**config.mk**
```make
export PLATFORM = sky130hd
export DESIGN_NAME = iox_expander
export DESIGN_NICKNAME = d
export VERILOG_FILES = /design/src/hw/iox_pkg.sv /design/src/hw/iox_sync_filt.sv /design/src/hw/iox_expander.sv
export SDC_FILE = /design/constraint.sdc
export NUM_CORES = 1
export LEC_CHECK = 0
export CELL_PAD_IN_SITES_DETAIL_PLACEMENT = 1
export CELL_PAD_IN_SITES_GLOBAL_PLACEMENT = 2
export CORE_MARGIN = 1
export CORE_UTILIZATION = 38
export DETAILED_ROUTE_END_ITERATION = 10
export DONT_BUFFER_PORTS = 1
export GPL_TIMING_DRIVEN = 0
export PLACE_DENSITY = 0.84
export SLEW_MARGIN = 40
export SYNTH_ARGS = -nofsm -noshare
export SYNTH_HDL_FRONTEND = slang
export SYNTH_HIERARCHICAL = 1
export SYNTH_SLANG_ARGS = --single-unit
```
**constraint.sdc**
```tcl
create_clock -name pclk -period 2.3 [get_ports pclk]
set_input_delay 0.115 -clock pclk [delete_from_list [all_inputs] [get_ports pclk]]
set_output_delay 0.115 -clock pclk [all_outputs]
set_load 0.02 [all_outputs]
```
**src/hw/iox_pkg.sv**
```systemverilog
// Constants, register map and state encoding of the I/O expander.
package iox_pkg;
  // System clock and serial input filter timing.
  localparam int CLK_PERIOD_NS = 8;
  localparam int FILT_NS = 16;
  localparam int FILT_CYC = (FILT_NS + CLK_PERIOD_NS - 1) / CLK_PERIOD_NS;
  // Cycles after a reset before the stored input is trusted: synchroniser,
  // filter, pin driver register and two spare cycles.
  localparam int SETTLE_CYC = 2 + FILT_CYC + 3;
  // Highest serial clock rate served (fast mode).
  localparam int FAST_MODE_KHZ = 400;
  // Serial bus framing.
  localparam logic [3:0] BYTE_BITS = 4'h8;
  localparam logic [3:0] DEV_ADDR_HI = 4'h4;
  // Register pointer codes sent after the address byte.
  localparam logic [1:0] PTR_INPUT = 2'h0;
  localparam logic [1:0] PTR_OUTPUT = 2'h1;
  localparam logic [1:0] PTR_POLARITY = 2'h2;
  localparam logic [1:0] PTR_DIRECTION = 2'h3;
  // Port register reset values; a direction bit of one means input.
  localparam logic [7:0] DIR_RST = 8'hff;
  localparam logic [7:0] OUT_RST = 8'h00;
  localparam logic [7:0] POL_RST = 8'h00;
  // Reset levels of the filtered inputs: serial lines idle high.
  localparam logic [12:0] PIN_RST = 13'h1800;
  // APB register byte offsets.
  localparam int APB_AW = 8;
  localparam logic [7:0] OFF_IRQ_STS = 8'h00;
  localparam logic [7:0] OFF_IRQ_MASK = 8'h04;
  localparam logic [7:0] OFF_PORT_STATE = 8'h08;
  localparam logic [7:0] OFF_CTRL = 8'h0c;
  // Interrupt status bits and control bits.
  localparam int IRQ_W = 2;
  localparam int IRQ_IN_CHANGE = 0;
  localparam int IRQ_WR_DONE = 1;
  localparam int CTRL_SRST_BIT = 0;
  // Serial target states.
  typedef enum logic [8:0] {
    ST_IDLE  = 9'h001,
    ST_ADDR  = 9'h002,
    ST_AACK  = 9'h004,
    ST_PTR   = 9'h008,
    ST_PACK  = 9'h010,
    ST_WDATA = 9'h020,
    ST_WACK  = 9'h040,
    ST_RDATA = 9'h080,
    ST_RACK  = 9'h100
  } iox_state_t;
endpackage

```
**src/hw/iox_sync_filt.sv**
```systemverilog
// Two-flop synchroniser followed by a per-bit glitch filter.
`timescale 1ns/100ps
`default_nettype none
module iox_sync_filt #(
  parameter int WIDTH = 1,
  parameter int FILT = 2,
  parameter logic [WIDTH-1:0] RST_VAL = '0
) (
  // Clock and reset
  input wire logic clk,
  input wire logic rst_n,
  // Raw and filtered levels
  input wire logic [WIDTH-1:0] d_i,
  output logic [WIDTH-1:0] q_o
);
  localparam int CW = $clog2(FILT + 1);

  generate
    if (FILT < 1 || WIDTH < 1) begin : g_bad
      $error("iox_sync_filt needs WIDTH and FILT of at least one");
    end
    for (genvar i = 0; i < WIDTH; i++) begin : g_bit
      logic meta_r;
      logic sync_r;
      logic q_r;
      logic [CW-1:0] cnt_r;
      always_ff @(posedge clk or negedge rst_n) begin
        if (!rst_n) begin
          meta_r <= RST_VAL[i];
          sync_r <= RST_VAL[i];
        end else begin
          meta_r <= d_i[i];
          sync_r <= meta_r;
        end
      end
      // A new level is taken only after it stood for FILT cycles.
      always_ff @(posedge clk or negedge rst_n) begin
        if (!rst_n) begin
          q_r <= RST_VAL[i];
          cnt_r <= '0;
        end else if (sync_r == q_r) begin
          cnt_r <= '0;
        end else if (cnt_r == CW'(FILT - 1)) begin
          q_r <= sync_r;
          cnt_r <= '0;
        end else begin
          cnt_r <= cnt_r + CW'(1);
        end
      end
      assign q_o[i] = q_r;
    end
  endgenerate
endmodule
`default_nettype wire

```
**src/hw/iox_expander.sv**
```systemverilog
// Eight-bit serial-bus I/O expander with an APB interrupt and control side.
//
// What this block does
// (RL1) Four byte registers: direction, input, output, polarity.
// (RL2) Reset leaves all eight pins as inputs.
// (RL3) Master sets pin direction through direction register.
// (RL4) Input register senses pins; output register drives.
// (RL5) Polarity bit inverts the sensed input value.
// (RL6) Every register can be read back serially.
// (RL7) Reset restores defaults and the serial state machine.
// (RL8) Interrupt while any input differs from stored.
// (RL9) Interrupt is open-drain and active low.
// (RL10) Three select pins set low address bits.
// (RL11) Serial target serves fast-mode clock rates.
// (RL12) Outputs hold their level until rewritten or reset.
// (RL13) Serial clock and data are noise filtered.
// (RL14) Interrupt line needs no bus transaction.
// (RL15) Pointer byte after address picks the register.
// (RL16) Reading input register resyncs and clears interrupt.
`timescale 1ns/100ps
`default_nettype none
module iox_expander
  import iox_pkg::*;
(
  // Clock and reset
  input wire logic pclk,
  input wire logic presetn,
  // APB slave
  input wire logic [iox_pkg::APB_AW-1:0] paddr,
  input wire logic psel,
  input wire logic penable,
  input wire logic pwrite,
  input wire logic [31:0] pwdata,
  output logic [31:0] prdata,
  output logic pready,
  output logic pslverr,
  output logic irq,
  // Serial target lines, open drain
  input wire logic scl_i,
  input wire logic sda_i,
  output logic sda_o,
  output logic sda_oe,
  // Open-drain active-low interrupt
  output logic int_n_o,
  output logic int_oe,
  // Address select straps
  input wire logic addr_sel_bit0,
  input wire logic addr_sel_bit1,
  input wire logic addr_sel_bit2,
  // Port pins
  input wire logic [7:0] port_pin_i,
  output logic [7:0] port_pin_o,
  output logic [7:0] port_pin_oe
);
  import iox_pkg::*;

  localparam int SETTLE_W = $clog2(SETTLE_CYC + 1);

  // Filtered inputs.
  logic [12:0] pins_f;
  logic scl_f;
  logic sda_f;
  logic [2:0] addr_f;
  logic [7:0] port_f;
  logic scl_d_r;
  logic sda_d_r;
  logic scl_rise;
  logic scl_fall;
  logic start_det;
  logic stop_det;
  logic ev_ok;
  // Serial engine.
  iox_state_t st_r;
  logic [3:0] bit_cnt_r;
  logic [7:0] shift_r;
  logic rw_r;
  logic ack_ok_r;
  logic sda_oe_r;
  logic [6:0] dev_addr;
  logic ptr_load;
  logic wr_commit;
  logic rd_load;
  logic rd_in_cap;
  logic [7:0] rd_byte;
  // Port registers.
  logic [1:0] ptr_r;
  logic [7:0] dir_r;
  logic [7:0] out_r;
  logic [7:0] pol_r;
  logic [7:0] in_reg_r;
  logic init_r;
  logic [SETTLE_W-1:0] settle_r;
  logic [7:0] in_now;
  logic int_pend;
  logic int_oe_r;
  logic [7:0] port_out_r;
  logic [7:0] port_oe_r;
  // APB side.
  logic [IRQ_W-1:0] sts_r;
  logic [IRQ_W-1:0] mask_r;
  logic [IRQ_W-1:0] evt;
  logic [IRQ_W-1:0] clr;
  logic irq_r;
  logic soft_rst_r;
  logic pready_r;
  logic pslverr_r;
  logic [31:0] prdata_r;
  logic apb_wr;
  logic apb_acc;
  logic [31:0] rd_word;
  logic rd_hit;

  // The SCL and SDA filter rejects spikes shorter than FILT_CYC cycles,
  // so the serial clock must stay high and low for a few pclk periods.
  iox_sync_filt #(
    .WIDTH(13),
    .FILT(FILT_CYC),
    .RST_VAL(PIN_RST)
  ) u_filt (
    .clk(pclk),
    .rst_n(presetn),
    .d_i({scl_i, sda_i, addr_sel_bit2, addr_sel_bit1, addr_sel_bit0,
          port_pin_i}),
    .q_o(pins_f)
  ); // RL13

  assign scl_f = pins_f[12];
  assign sda_f = pins_f[11];
  assign addr_f = pins_f[10:8];
  assign port_f = pins_f[7:0];
  assign dev_addr = {DEV_ADDR_HI, addr_f}; // RL10

  always_ff @(posedge pclk or negedge presetn) begin
    if (!presetn) begin
      scl_d_r <= 1'b1;
      sda_d_r <= 1'b1;
    end else begin
      scl_d_r <= scl_f;
      sda_d_r <= sda_f;
    end
  end

  assign scl_rise = scl_f & ~scl_d_r;
  assign scl_fall = ~scl_f & scl_d_r;
  assign start_det = scl_f & scl_d_r & sda_d_r & ~sda_f;
  assign stop_det = scl_f & scl_d_r & ~sda_d_r & sda_f;
  assign ev_ok = ~soft_rst_r & ~stop_det & ~start_det;
  assign ptr_load = ev_ok & scl_fall & (st_r == ST_PTR) &
                    (bit_cnt_r == BYTE_BITS); // RL15
  assign wr_commit = ev_ok & scl_fall & (st_r == ST_WDATA) &
                     (bit_cnt_r == BYTE_BITS);
  assign rd_load = ev_ok & scl_fall & (((st_r == ST_AACK) & rw_r) |
                   ((st_r == ST_RACK) & ack_ok_r));
  assign rd_in_cap = rd_load & (ptr_r == PTR_INPUT); // RL16

  // Read-back of the addressed register.
  always_comb begin
    case (ptr_r)
      PTR_INPUT: rd_byte = in_now; // RL4
      PTR_OUTPUT: rd_byte = out_r;
      PTR_POLARITY: rd_byte = pol_r;
      default: rd_byte = dir_r;
    endcase
  end // RL6

  // Serial target engine; the engine runs on pclk and only samples SCL
  // edges, which keeps it usable up to fast-mode rates. RL11
  always_ff @(posedge pclk or negedge presetn) begin
    if (!presetn) begin
      st_r <= ST_IDLE;
      bit_cnt_r <= 4'h0;
      shift_r <= 8'h00;
      rw_r <= 1'b0;
      ack_ok_r <= 1'b0;
      sda_oe_r <= 1'b0;
    end else if (soft_rst_r || stop_det) begin
      st_r <= ST_IDLE; // RL7
      bit_cnt_r <= 4'h0;
      sda_oe_r <= 1'b0;
    end else if (start_det) begin
      st_r <= ST_ADDR;
      bit_cnt_r <= 4'h0;
      sda_oe_r <= 1'b0;
    end else begin
      case (st_r)
        ST_IDLE: begin
        end
        ST_ADDR, ST_PTR, ST_WDATA: begin
          if (scl_rise) begin
            shift_r <= {shift_r[6:0], sda_f};
            bit_cnt_r <= bit_cnt_r + 4'h1;
          end else if (scl_fall && bit_cnt_r == BYTE_BITS) begin
            bit_cnt_r <= 4'h0;
            if (st_r == ST_ADDR) begin
              if (shift_r[7:1] == dev_addr) begin // RL10
                st_r <= ST_AACK;
                sda_oe_r <= 1'b1;
                rw_r <= shift_r[0];
              end else begin
                st_r <= ST_IDLE;
              end
            end else if (st_r == ST_PTR) begin
              st_r <= ST_PACK;
              sda_oe_r <= 1'b1;
            end else begin
              st_r <= ST_WACK;
              sda_oe_r <= 1'b1;
            end
          end
        end
        ST_AACK: begin
          if (scl_fall) begin
            if (rw_r) begin
              st_r <= ST_RDATA;
              shift_r <= rd_byte;
              sda_oe_r <= ~rd_byte[7];
            end else begin
              st_r <= ST_PTR;
              sda_oe_r <= 1'b0;
            end
          end
        end
        ST_PACK, ST_WACK: begin
          if (scl_fall) begin
            st_r <= ST_WDATA;
            sda_oe_r <= 1'b0;
          end
        end
        ST_RDATA: begin
          if (scl_fall) begin
            if (bit_cnt_r == BYTE_BITS - 4'h1) begin
              st_r <= ST_RACK;
              sda_oe_r <= 1'b0;
              bit_cnt_r <= 4'h0;
            end else begin
              shift_r <= {shift_r[6:0], 1'b0};
              sda_oe_r <= ~shift_r[6];
              bit_cnt_r <= bit_cnt_r + 4'h1;
            end
          end
        end
        ST_RACK: begin
          if (scl_rise) begin
            ack_ok_r <= ~sda_f;
          end else if (scl_fall) begin
            if (ack_ok_r) begin
              st_r <= ST_RDATA;
              shift_r <= rd_byte;
              sda_oe_r <= ~rd_byte[7];
            end else begin
              st_r <= ST_IDLE;
            end
          end
        end
        default: begin
          st_r <= ST_IDLE;
          sda_oe_r <= 1'b0;
        end
      endcase
    end
  end

  // Pointer and writable port registers; the input register is read only.
  always_ff @(posedge pclk or negedge presetn) begin
    if (!presetn) begin
      ptr_r <= PTR_INPUT;
      dir_r <= DIR_RST; // RL2
      out_r <= OUT_RST;
      pol_r <= POL_RST;
    end else if (soft_rst_r) begin
      ptr_r <= PTR_INPUT; // RL7
      dir_r <= DIR_RST;
      out_r <= OUT_RST;
      pol_r <= POL_RST;
    end else if (ptr_load) begin
      ptr_r <= shift_r[1:0]; // RL15
    end else if (wr_commit) begin
      case (ptr_r)
        PTR_OUTPUT: out_r <= shift_r; // RL12
        PTR_POLARITY: pol_r <= shift_r;
        PTR_DIRECTION: dir_r <= shift_r; // RL3
        default: begin
        end
      endcase
    end
  end // RL1

  assign in_now = port_f ^ pol_r; // RL5
  assign int_pend = init_r & (|((in_now ^ in_reg_r) & dir_r)); // RL8

  // The stored input follows the pins until the filters have settled after
  // a reset; priming it at once would latch the filter reset level.
  always_ff @(posedge pclk or negedge presetn) begin
    if (!presetn) begin
      in_reg_r <= 8'h00;
      settle_r <= '0;
      init_r <= 1'b0;
    end else if (soft_rst_r) begin
      settle_r <= '0;
      init_r <= 1'b0;
    end else if (!init_r) begin
      in_reg_r <= in_now;
      settle_r <= settle_r + SETTLE_W'(1);
      init_r <= (settle_r == SETTLE_W'(SETTLE_CYC - 1));
    end else if (rd_in_cap) begin
      in_reg_r <= in_now; // RL16
    end
  end

  // Pin drivers and open-drain outputs; the open-drain driven level is always low, the pins drive out_r.
  always_ff @(posedge pclk or negedge presetn) begin
    if (!presetn) begin
      port_out_r <= OUT_RST;
      port_oe_r <= 8'h00;
      int_oe_r <= 1'b0;
    end else begin
      port_out_r <= out_r; // RL4
      port_oe_r <= ~dir_r; // RL2
      int_oe_r <= int_pend; // RL14
    end
  end

  // APB access: pready comes one cycle into the access phase.
  assign apb_acc = psel & penable & pready_r;
  assign apb_wr = apb_acc & pwrite;
  assign evt[IRQ_IN_CHANGE] = int_pend & ~int_oe_r;
  assign evt[IRQ_WR_DONE] = wr_commit;
  assign clr = (apb_wr && paddr == OFF_IRQ_STS) ? pwdata[IRQ_W-1:0] :
               {IRQ_W{1'b0}};

  always_comb begin
    rd_hit = 1'b1;
    rd_word = 32'h0000_0000;
    case (paddr)
      OFF_IRQ_STS: rd_word[IRQ_W-1:0] = sts_r;
      OFF_IRQ_MASK: rd_word[IRQ_W-1:0] = mask_r;
      OFF_PORT_STATE: rd_word = {pol_r, dir_r, out_r, in_reg_r};
      OFF_CTRL: rd_word = 32'h0000_0000;
      default: rd_hit = 1'b0;
    endcase
  end

  always_ff @(posedge pclk or negedge presetn) begin
    if (!presetn) begin
      pready_r <= 1'b0;
      pslverr_r <= 1'b0;
      prdata_r <= 32'h0000_0000;
    end else begin
      pready_r <= psel & penable & ~pready_r;
      if (psel && penable && !pready_r) begin
        pslverr_r <= ~rd_hit;
        prdata_r <= pwrite ? 32'h0000_0000 : rd_word;
      end
    end
  end

  // A new event wins over a clear in the same cycle.
  always_ff @(posedge pclk or negedge presetn) begin
    if (!presetn) begin
      sts_r <= {IRQ_W{1'b0}};
      mask_r <= {IRQ_W{1'b0}};
      irq_r <= 1'b0;
      soft_rst_r <= 1'b0;
    end else begin
      sts_r <= (sts_r & ~clr) | evt;
      if (apb_wr && paddr == OFF_IRQ_MASK) begin
        mask_r <= pwdata[IRQ_W-1:0];
      end
      irq_r <= |(sts_r & mask_r);
      soft_rst_r <= apb_wr & (paddr == OFF_CTRL) & pwdata[CTRL_SRST_BIT];
    end
  end

  assign prdata = prdata_r;
  assign pready = pready_r;
  assign pslverr = pslverr_r;
  assign irq = irq_r;
  assign sda_o = 1'b0;
  assign sda_oe = sda_oe_r;
  assign int_n_o = 1'b0; // RL9
  assign int_oe = int_oe_r;
  assign port_pin_o = port_out_r;
  assign port_pin_oe = port_oe_r;
endmodule
`default_nettype wire

```
# --- Word-level counts from Yosys, hierarchy flattened ---
# Cells that the tools add are included.
# W data, S select, Z words.
totals:
  regBits: 186
  output_inout_bits: 55
  elab_cells: 365
classes:
  n_eq_ne: 68
  n_addsub: 15
  n_reduce_logical: 44
  mux: 99
  bitwise: 62
ops:
  columns: ["cell", "n"]
  rows:
  - ["$mux W8", 24]
  - ["$mux W9", 11]
  - ["$mux W2", 29]
  - ["$pmux W9 S6", 1]
  - ["$mux W32", 1]
  - ["$pmux W8 S4", 1]
  - ["$mux W30", 1]
  - ["$eq A2 B1 Y1 const B", 14]
  - ["$reduce_and A2 Y1", 14]
  - ["$not A1 Y1", 27]
  - ["$add A2 B1 Y2 const B", 13]
  - ["$and A1 B1 Y1", 26]
  - ["$mux W4", 6]
  - ["$pmux W8 S3", 1]
  - ["$ne A4 B4 Y1 const B", 5]
  - ["$ne A2 B2 Y1 const B", 9]
  - ["$mux W1", 17]
  - ["$eq A8 B4 Y1 const B", 2]
  - ["$ne A4 B3 Y1 const B", 4]
  - ["$xor A8 B8 Y8", 2]
  - ["$eq A1 B1 Y1", 13]
  - ["$reduce_and A3 Y1", 4]
  - ["$reduce_and A11 Y1", 1]
  - ["$ne A5 B5 Y1 const B", 2]
  - ["45 further kinds", 60]

# --- Logic depth before layout (Yosys ltp) ---
# Gate-level depths: netlist (run 1).
depth:
  ltp_word: 12
  mapped_depth: 9
  ltp_nobuf: 8

# --- Hierarchy ---
# The synthesis (run 1) kept the hierarchy.
modules_own_cells:
  columns: ["module", "n_inst", "area_per_inst_um2", "cells_each"]
  rows:
  - ["iox_expander", 1, 5838.1, 545]
  - ["iox_sync_filt", 1, 2366.0, 143]

# --- Least setup slack after synthesis (run 1) ---
# Ideal clock, no wire load.
synth_path:
  path_type: "reg2reg"
  startpoint: "register st_r[4]"
  endpoint: "register in_reg_r[3]"
  setup_slack_ns: -0.215
  path_buffers: 0
  stages_incl_launch_ff: 7
  required_time_ns: 2.175
  arrival_ns: 2.390
  period_less_slack_ns: 2.515
  path_cell_list: "dfrtp_1 -> nor4_4 -> nand2_4 -> or4_1 -> or3_4 -> a21oi_4 -> mux2_4"
synth_via:
  elab_chain_len: 7
  word_cells_on_any_way: 9
  classes_between: "3 x eq/ne; 5 x bitwise; 1 x reduce/logical"
synth_rtl:
  columns: ["element", "line", "source"]
  rows:
  - ["from (decl)", "iox_expander.sv:73", "iox_state_t st_r;"]
  - ["from (signal assigned)", "iox_expander.sv:170", "st_r <= ST_IDLE;"]
  - ["from (signal assigned)", "iox_expander.sv:177", "st_r <= ST_IDLE;"]
  - ["from (signal assigned)", "iox_expander.sv:181", "st_r <= ST_ADDR;"]
  - ["$eq A9 B3 Y1 / $eq A9 B9 Y1 (equally long branches)", "iox_expander.sv:152, iox_expander.sv:153", null]
  - ["$and A1 B1 Y1 (on tied branches)", "iox_expander.sv:152, iox_expander.sv:153", null]
  - ["$or A1 B1 Y1 (*)", "iox_expander.sv:152", "assign rd_load = ev_ok & scl_fall & (((st_r == ST_AACK) & rw_r) |"]
  - ["$and A1 B1 Y1 (*)", "iox_expander.sv:152", null]
  - ["$and A1 B1 Y1 (*)", "iox_expander.sv:154", "assign rd_in_cap = rd_load & (ptr_r == PTR_INPUT);"]
  - ["$ne A2 B2 Y1 (no line) (*)", null, null]
  - ["$reduce_and A2 Y1 (no line) (*)", null, null]
  - ["to (signal assigned)", "iox_expander.sv:302", "in_reg_r <= in_now;"]
  - ["to (signal assigned)", "iox_expander.sv:306", "in_reg_r <= in_now;"]
  - ["to (decl)", "iox_expander.sv:90", "logic [7:0] in_reg_r;"]
# Every way passes the cells marked *; elsewhere a longest branch is shown, timed or not.
# A chain may end at the register's enable or synchronous reset.

# --- Final worst setup path (run 1) ---
layout_path:
  startpoint: "register st_r[4]"
  endpoint: "register in_reg_r[4]"
# The elaborated chain is that of the path after synthesis.

==> results of run 1 <==
[worst register-to-register path: cells and delay by family, from the launching register on]
kind,cells,cell delay (ps)
AO/OA/AOI/OAI,1,230
buffers and inverters,1,160
flip-flops,1,460
multiplexers,1,210
AND/OR/NAND/NOR,4,1310
[routing by layer]
layer  track usage  vias up  part of all wire
li1              -     2561                 -
met1         0.252     2802              0.44
met2         0.322      116              0.51
met3        0.0355       18             0.036
met4        0.0730        0             0.013
met5             0        -                 0
[flip-flops by register name, indices dropped and copies added (netlist names), 9 cells and up]
signal,cells
u_filt/g_bit.sync_r,13
u_filt/g_bit.meta_r,13
prdata,32
st_r,9
u_filt/g_bit.cnt_r,26
u_filt/g_bit.q_r,13
[layout by cell type, fill, tap and decap left out, drive strengths merged, types with 9 or more instances in the layout]
cell type	count
nor2b	19
a21oi	24
mux2	33
xnor2	34
buf	58
mux2i	32
nand2	35
dfrtp	169
a22o	32
nor3b	13
clkbuf	36
inv	43
nor3	19
o31ai	9
dfstp	17
dlygate4sd3	19
nor2	56
o21ai	23
a211o	9
[timing repair]
| action | 4_1_cts | 5_1_grt |
|---|---|---|
| gates resized for setup | 41 | 45 |
| hold endpoints to repair | 206 | 186 |
| pin swaps | 7 | 16 |
| endpoints found under the setup margin | 53 | 72 |
| cloned | 0 | 1 |
| setup buffers | 18 | 17 |
[layout make-up]
cell class	count	share of cell area
clock inverter	15	0.0206
tap	275	0.0344
buffer	41	0.0259
timing repair buffer	55	0.0530
multi-input combinational	424	0.343
clock buffer	17	0.0425
sequential	186	0.468
inverter	35	0.0131
[power by group through the flow]
stage	Combinational, W	Clock, W	Sequential [W]
floorplan	0.00162	0	0.00398
global placement	0.00191	0	0.00404
detailed placement	0.00202	0	0.00410
CTS	0.00222	0.00313	0.00404
global route	0.00250	0.00325	0.00410
finish	0.00231	0.00306	0.00404
[synthesized netlist by cell type, types with 2 or more instances]
cell and count:
a211o_1 9, a21oi_1 23, a22o_1 32, a22oi_1 5, and3_1 2, and4_1 3, buf_1 2, buf_2 5
buf_4 15, clkbuf_1 22, dfrtp_1 169, dfstp_2 17, ha_1 4, inv_1 35, mux2_2 19, mux2_4 14
mux2i_1 32, nand2_1 34, nand2b_1 5, nand3_1 6, nand3b_1 2, nand4_1 6, nor2_1 55, nor2b_1 6
nor2b_4 13, nor3_1 19, nor3b_1 13, nor4_1 3, nor4b_1 7, o211ai_1 7, o21a_1 2, o21ai_0 23
o21bai_1 3, o221a_2 2, o31ai_1 9, o32ai_1 2, o41ai_1 3, or4_1 3, xnor2_1 34, xor2_1 4
[cell families (layout without fill, tap and decap cells)]
kind of cell    count (synthesis)  in the layout  share of synthesized area
xor+xnor                       38             38                     0.0406
compound gates                130            130                      0.116
simple gates                  185            185                      0.132
fa+ha+maj                       4              4                    0.00610
mux                            65             65                     0.0907
other cells                     1              2                   0.000457
buf+inv                        79            163                     0.0438
flops                         186            186                      0.570
[stage by stage]
stage	worst slack [ps]	setup TNS, ps
4_1_cts	-227	-1540
2_1_floorplan	-190	-374
5_1_grt	-220	-2440
6_report	-152	-927
3_5_place_dp	-635	-21630
3_3_place_gp	-563	-22670
[worst paths after layout]
| check | start | to | cells past startpoint | slack [ps] |
|---|---|---|---|---|
| min in group pclk | psel | sts_r[1] | 4 | 90 |
| worst max register to register | st_r[4] | in_reg_r[4] | 7 | -150 |
| worst min-delay path | presetn | st_r[7] | 0 | -630 |
| worst min register to register | u_filt/g_bit[10].meta_r | u_filt/g_bit[10].sync_r | 0 | 350 |
| max in group asynchronous | presetn | u_filt/g_bit[12].sync_r | 0 | 2570 |
| worst max-delay path | st_r[4] | in_reg_r[4] | 7 | -150 |
==> metrics.cfg, run 1 <==
[layout]
fin_util = 0.474
nets = 822
final_cells = 1048
syn2layout_area_growth_pct = 21.9
stdcell_area_um2 = 10000
num_antenna_cells = 0
fillers = 2195
final-seq-area_um2 = 4680
drive_gt1_frac = 0.263
multi_input_area_um2 = 3430

[timing]
finalMaxSlewViolations = 0
setup_viol = 11
layout_worst_path_cycle_share = 1.07
whs_ps = -626
fmax_ghz = 0.408
period_needed_ps = 2450
skew_ps = 14.5
setup_ws_ps = -152
tightest_slew_ps = 596
rsz0062_at_grt = true
slew_headroom = 0.603
finalHoldViolCount = 186

[pwr]
p_clk_frac = 0.325
pwr-share-seq = 0.429
p_per_area_nw_per_um2 = 940
p_sw_w = 0.00301
totalPowerFinal_w = 0.00940
pwr-share-comb = 0.245
internal-power_w = 0.00640
vdd_drop_max_mv = 0.484
leakagePower_nw = 4.28
switching_share = 0.320

[yosys]
synth_top_area_share = 0.515
yosys.area.top_type = dfrtp_1
yosysWarnings = 6
syn-cell-area_um2 = 8200
syn_inst = 688
ys_seq_area_frac = 0.570
syn_area_per_cell_um2 = 11.9
yosys-top-cells-area = dfrtp_1, dfstp_2, mux2i_1, xnor2_1, a22o_1
synth_cell_types = 59
synth_enable_flop_cells = 0
async_flop_share = 1.00
ys_seq_elements = 186
synth_ff_type = dfrtp_1

[clocking]
clk_pin_slew_ps = 80
cts_tree = built
clock_sinks = 186
cts-root-buf = clkbuf_16
cts.hold.buffers_added = 19
insertion_delay_ps = 440
cts-buffers-inserted = 17
cts-htree-levels = 4
clockBufferDepth = 2

[placed_design]
dp_cells = 964
post-dp-hpwl_mm = 14.1
placed_area_um2 = 8570
numPortBuffers = 0
globalplace.congestion = 0.812

[worst_setup_path]
cp_max_fo = 5
path_class = reg2reg
crit_chain = nor4_4, nand2_4, or4_4, or3_4, a21oi_4, buf_12, mux2i_2
critPathSlowestCell = or4_4
slowest_delay_ps = 530
required_ps = 2650
crit_arrival_ps = 2810
critPathTopFamily = simple AND/OR/NAND/NOR gates
critPathBufInv = 1
critPathLaunchType = register
crit_path_end_kind = register

[die]
io_pins = 113
num_rows = 53
dieHeight_um = 149
die_x_um = 149
start_util = 0.389
die_area_um2 = 22200
core_um2 = 21100

[run_status]
outcome = finished, violations left
violations = negative hold slack, negative setup slack

[grt]
grt_pass1_vias = 5996
grt_usage = 0.194
grt_overflow = 0
grt_pass1_wl_mm = 33.0
antenna_found_initial = 0
grt_max_degree = 187

[drt]
ant_nets = 0
vias = 5497
wl_mm = 20.4
dr.pass1.iters = 4
dr.first_iter.drc_count = 301
routedWlPerCell_um = 19.5
drc = 0
avgViaCountPerCell = 5.25

[worst_hold_path]
hold_path.class = in2async

[flow_run]
cap_violations = 0

Note: power is estimated with default switching activity, not from simulation.
==> run 2: changes to the inputs <==
Settings changed: GPL_TIMING_DRIVEN 0 to default.
==> metrics.cfg, run 2 (synthesis results as in run 1) <==
[layout]
num_antenna_cells = 0
largest_register_ffs = 32
nets = 803
fin_util = 0.462
syn2layout_area_growth_pct = 18.7
drive_gt1_frac = 0.247
final_common_cell = dfrtp_1
final_cells = 1029
final_cell_mix = dfrtp_1, buf_4, nor2_1

[timing]
rsz0062_at_grt = true
whs_ps = -643
layout_worst_path_cycle_share = 1.07
setup_ws_ps = -156
skew_ps = 16.8
fmax_ghz = 0.407
period_needed_ps = 2460
finalMaxSlewViolations = 0
setup_viol = 10
finalHoldViolCount = 186

[drt]
dr.pass1.iters = 4
dr.first_iter.drc_count = 244
ant_nets = 0
routedWlPerCell_um = 19.9
vias = 5517
wl_mm = 20.5
avgViaCountPerCell = 5.36
drc = 0

[run_status]
violations = negative hold slack, negative setup slack
outcome = finished, violations left

[die]
num_rows = 53
io_pins = 113
core_um2 = 21100
dieHeight_um = 149
die_x_um = 149
start_util = 0.389
die_area_um2 = 22200

[worst_setup_path]
required_ps = 2650
cp_max_fo = 5
worstReg2RegStart = st_r[5]
critPathLaunchType = register
crit_chain = nor4_4, nand2_4, or4_4, or3_4, a21oi_4, buf_6, mux2i_2
slowest_delay_ps = 500
crit_path_end_kind = register
critPathSlowestCell = or4_4
path_class = reg2reg
crit_path_start = st_r[5]
crit_arrival_ps = 2810
reg2regPathDepth = 7

[placed_design]
numPortBuffers = 0
globalplace.congestion = 0.791
post-dp-hpwl_mm = 13.8
dp_cells = 965

[clocking]
insertion_delay_ps = 440
cts_tree = built
clock_sinks = 186
cts.hold.buffers_added = 21
cts-root-buf = clkbuf_16
clockBufferDepth = 2
cts-buffers-inserted = 17
clk_pin_slew_ps = 80
cts-htree-levels = 4

[grt]
grt_overflow = 0
grt_max_degree = 187
grt_usage = 0.196
grt_pass1_wl_mm = 33.4
antenna_found_initial = 0
grt_pass1_vias = 6005

[pwr]
p_per_area_nw_per_um2 = 939
vdd_drop_max_mv = 0.473
leakagePower_nw = 4.20

[flow_run]
cap_violations = 0

[worst_hold_path]
hold_path.class = in2async

-- run 2: cell count changes in the layout (fill, tap and decap cells not counted), sizes merged --
| cell | before | now |
|---|---|---|
| clkinv | 7 | 6 |
| inv | 43 | 42 |
| dlygate4sd3 | 19 | 21 |
| clkbuf | 36 | 17 |
| buf | 58 | 56 |
| clkinvlp | 0 | 2 |
-- run 2: layout make-up --
type	count	area [um2]
well taps	275	344
fillers	2227	11300
clock buffers	17	425
inverters	35	131
repair buffers	77	642
multi-input cells	424	3330
flip-flops and latches	186	4680
clock inverters	15	191
-- run 2: through the flow --
stage                     worst slack [ps]  total power (W)  instance area (um2)  TNS, ps
after floorplan                       -190          0.00560                 8210     -374
after global placement               -27.9          0.00590                 8680     -107
after detailed placement              -158          0.00606                 8680    -1490
after CTS                             -155          0.00919                 9610     -801
after global routing                  -188          0.00958                 9740    -1610
final                                 -156          0.00915                 9740     -849
-- run 2: where the power goes --
group / switching [W] / total (W) / internal (W)
clock network: 0.00153 / 0.00302 / 0.00149
logic: 0.000942 / 0.00201 / 0.00107
registers: 0.000457 / 0.00411 / 0.00366
-- run 2: per-layer routing --
| layer | wire length, um | share of wire | vias up | GRT usage |
|---|---|---|---|---|
| li1 | - | - | 2506 | - |
| met1 | 8980 | 0.44 | 2885 | 0.251 |
| met2 | 10500 | 0.51 | 115 | 0.334 |
| met3 | 847 | 0.041 | 11 | 0.0388 |
| met4 | 223 | 0.011 | 0 | 0.0541 |
| met5 | 0 | 0 | - | 0 |
-- run 2: worst paths after layout --
kind                                           end  slack [ps]
max reg2reg                            in_reg_r[1]        -160
min reg2reg                 u_filt/g_bit[8].sync_r         350
min                                    settle_r[2]        -640
max                                    in_reg_r[1]        -160
max in group asynchronous  u_filt/g_bit[11].sync_r        2580
min in group pclk                        prdata[1]          20
-- run 2: critical path: cells and delay by family, from the launching register on --
kind                   cells  cell delay [ps]
DFF                        1              420
and+or+nand+nor            4             1340
buffers and inverters      1              170
muxes                      1              250
AOI/OAI and AO/OA          1              200
-- run 2: repair_timing --
item / CTS / global route
pin swaps: 3 / 10
endpoints found under the hold margin: 206 / 186
resized for setup: 14 / 27
setup endpoints to repair: 43 / 47
setup buffers: 7 / 5
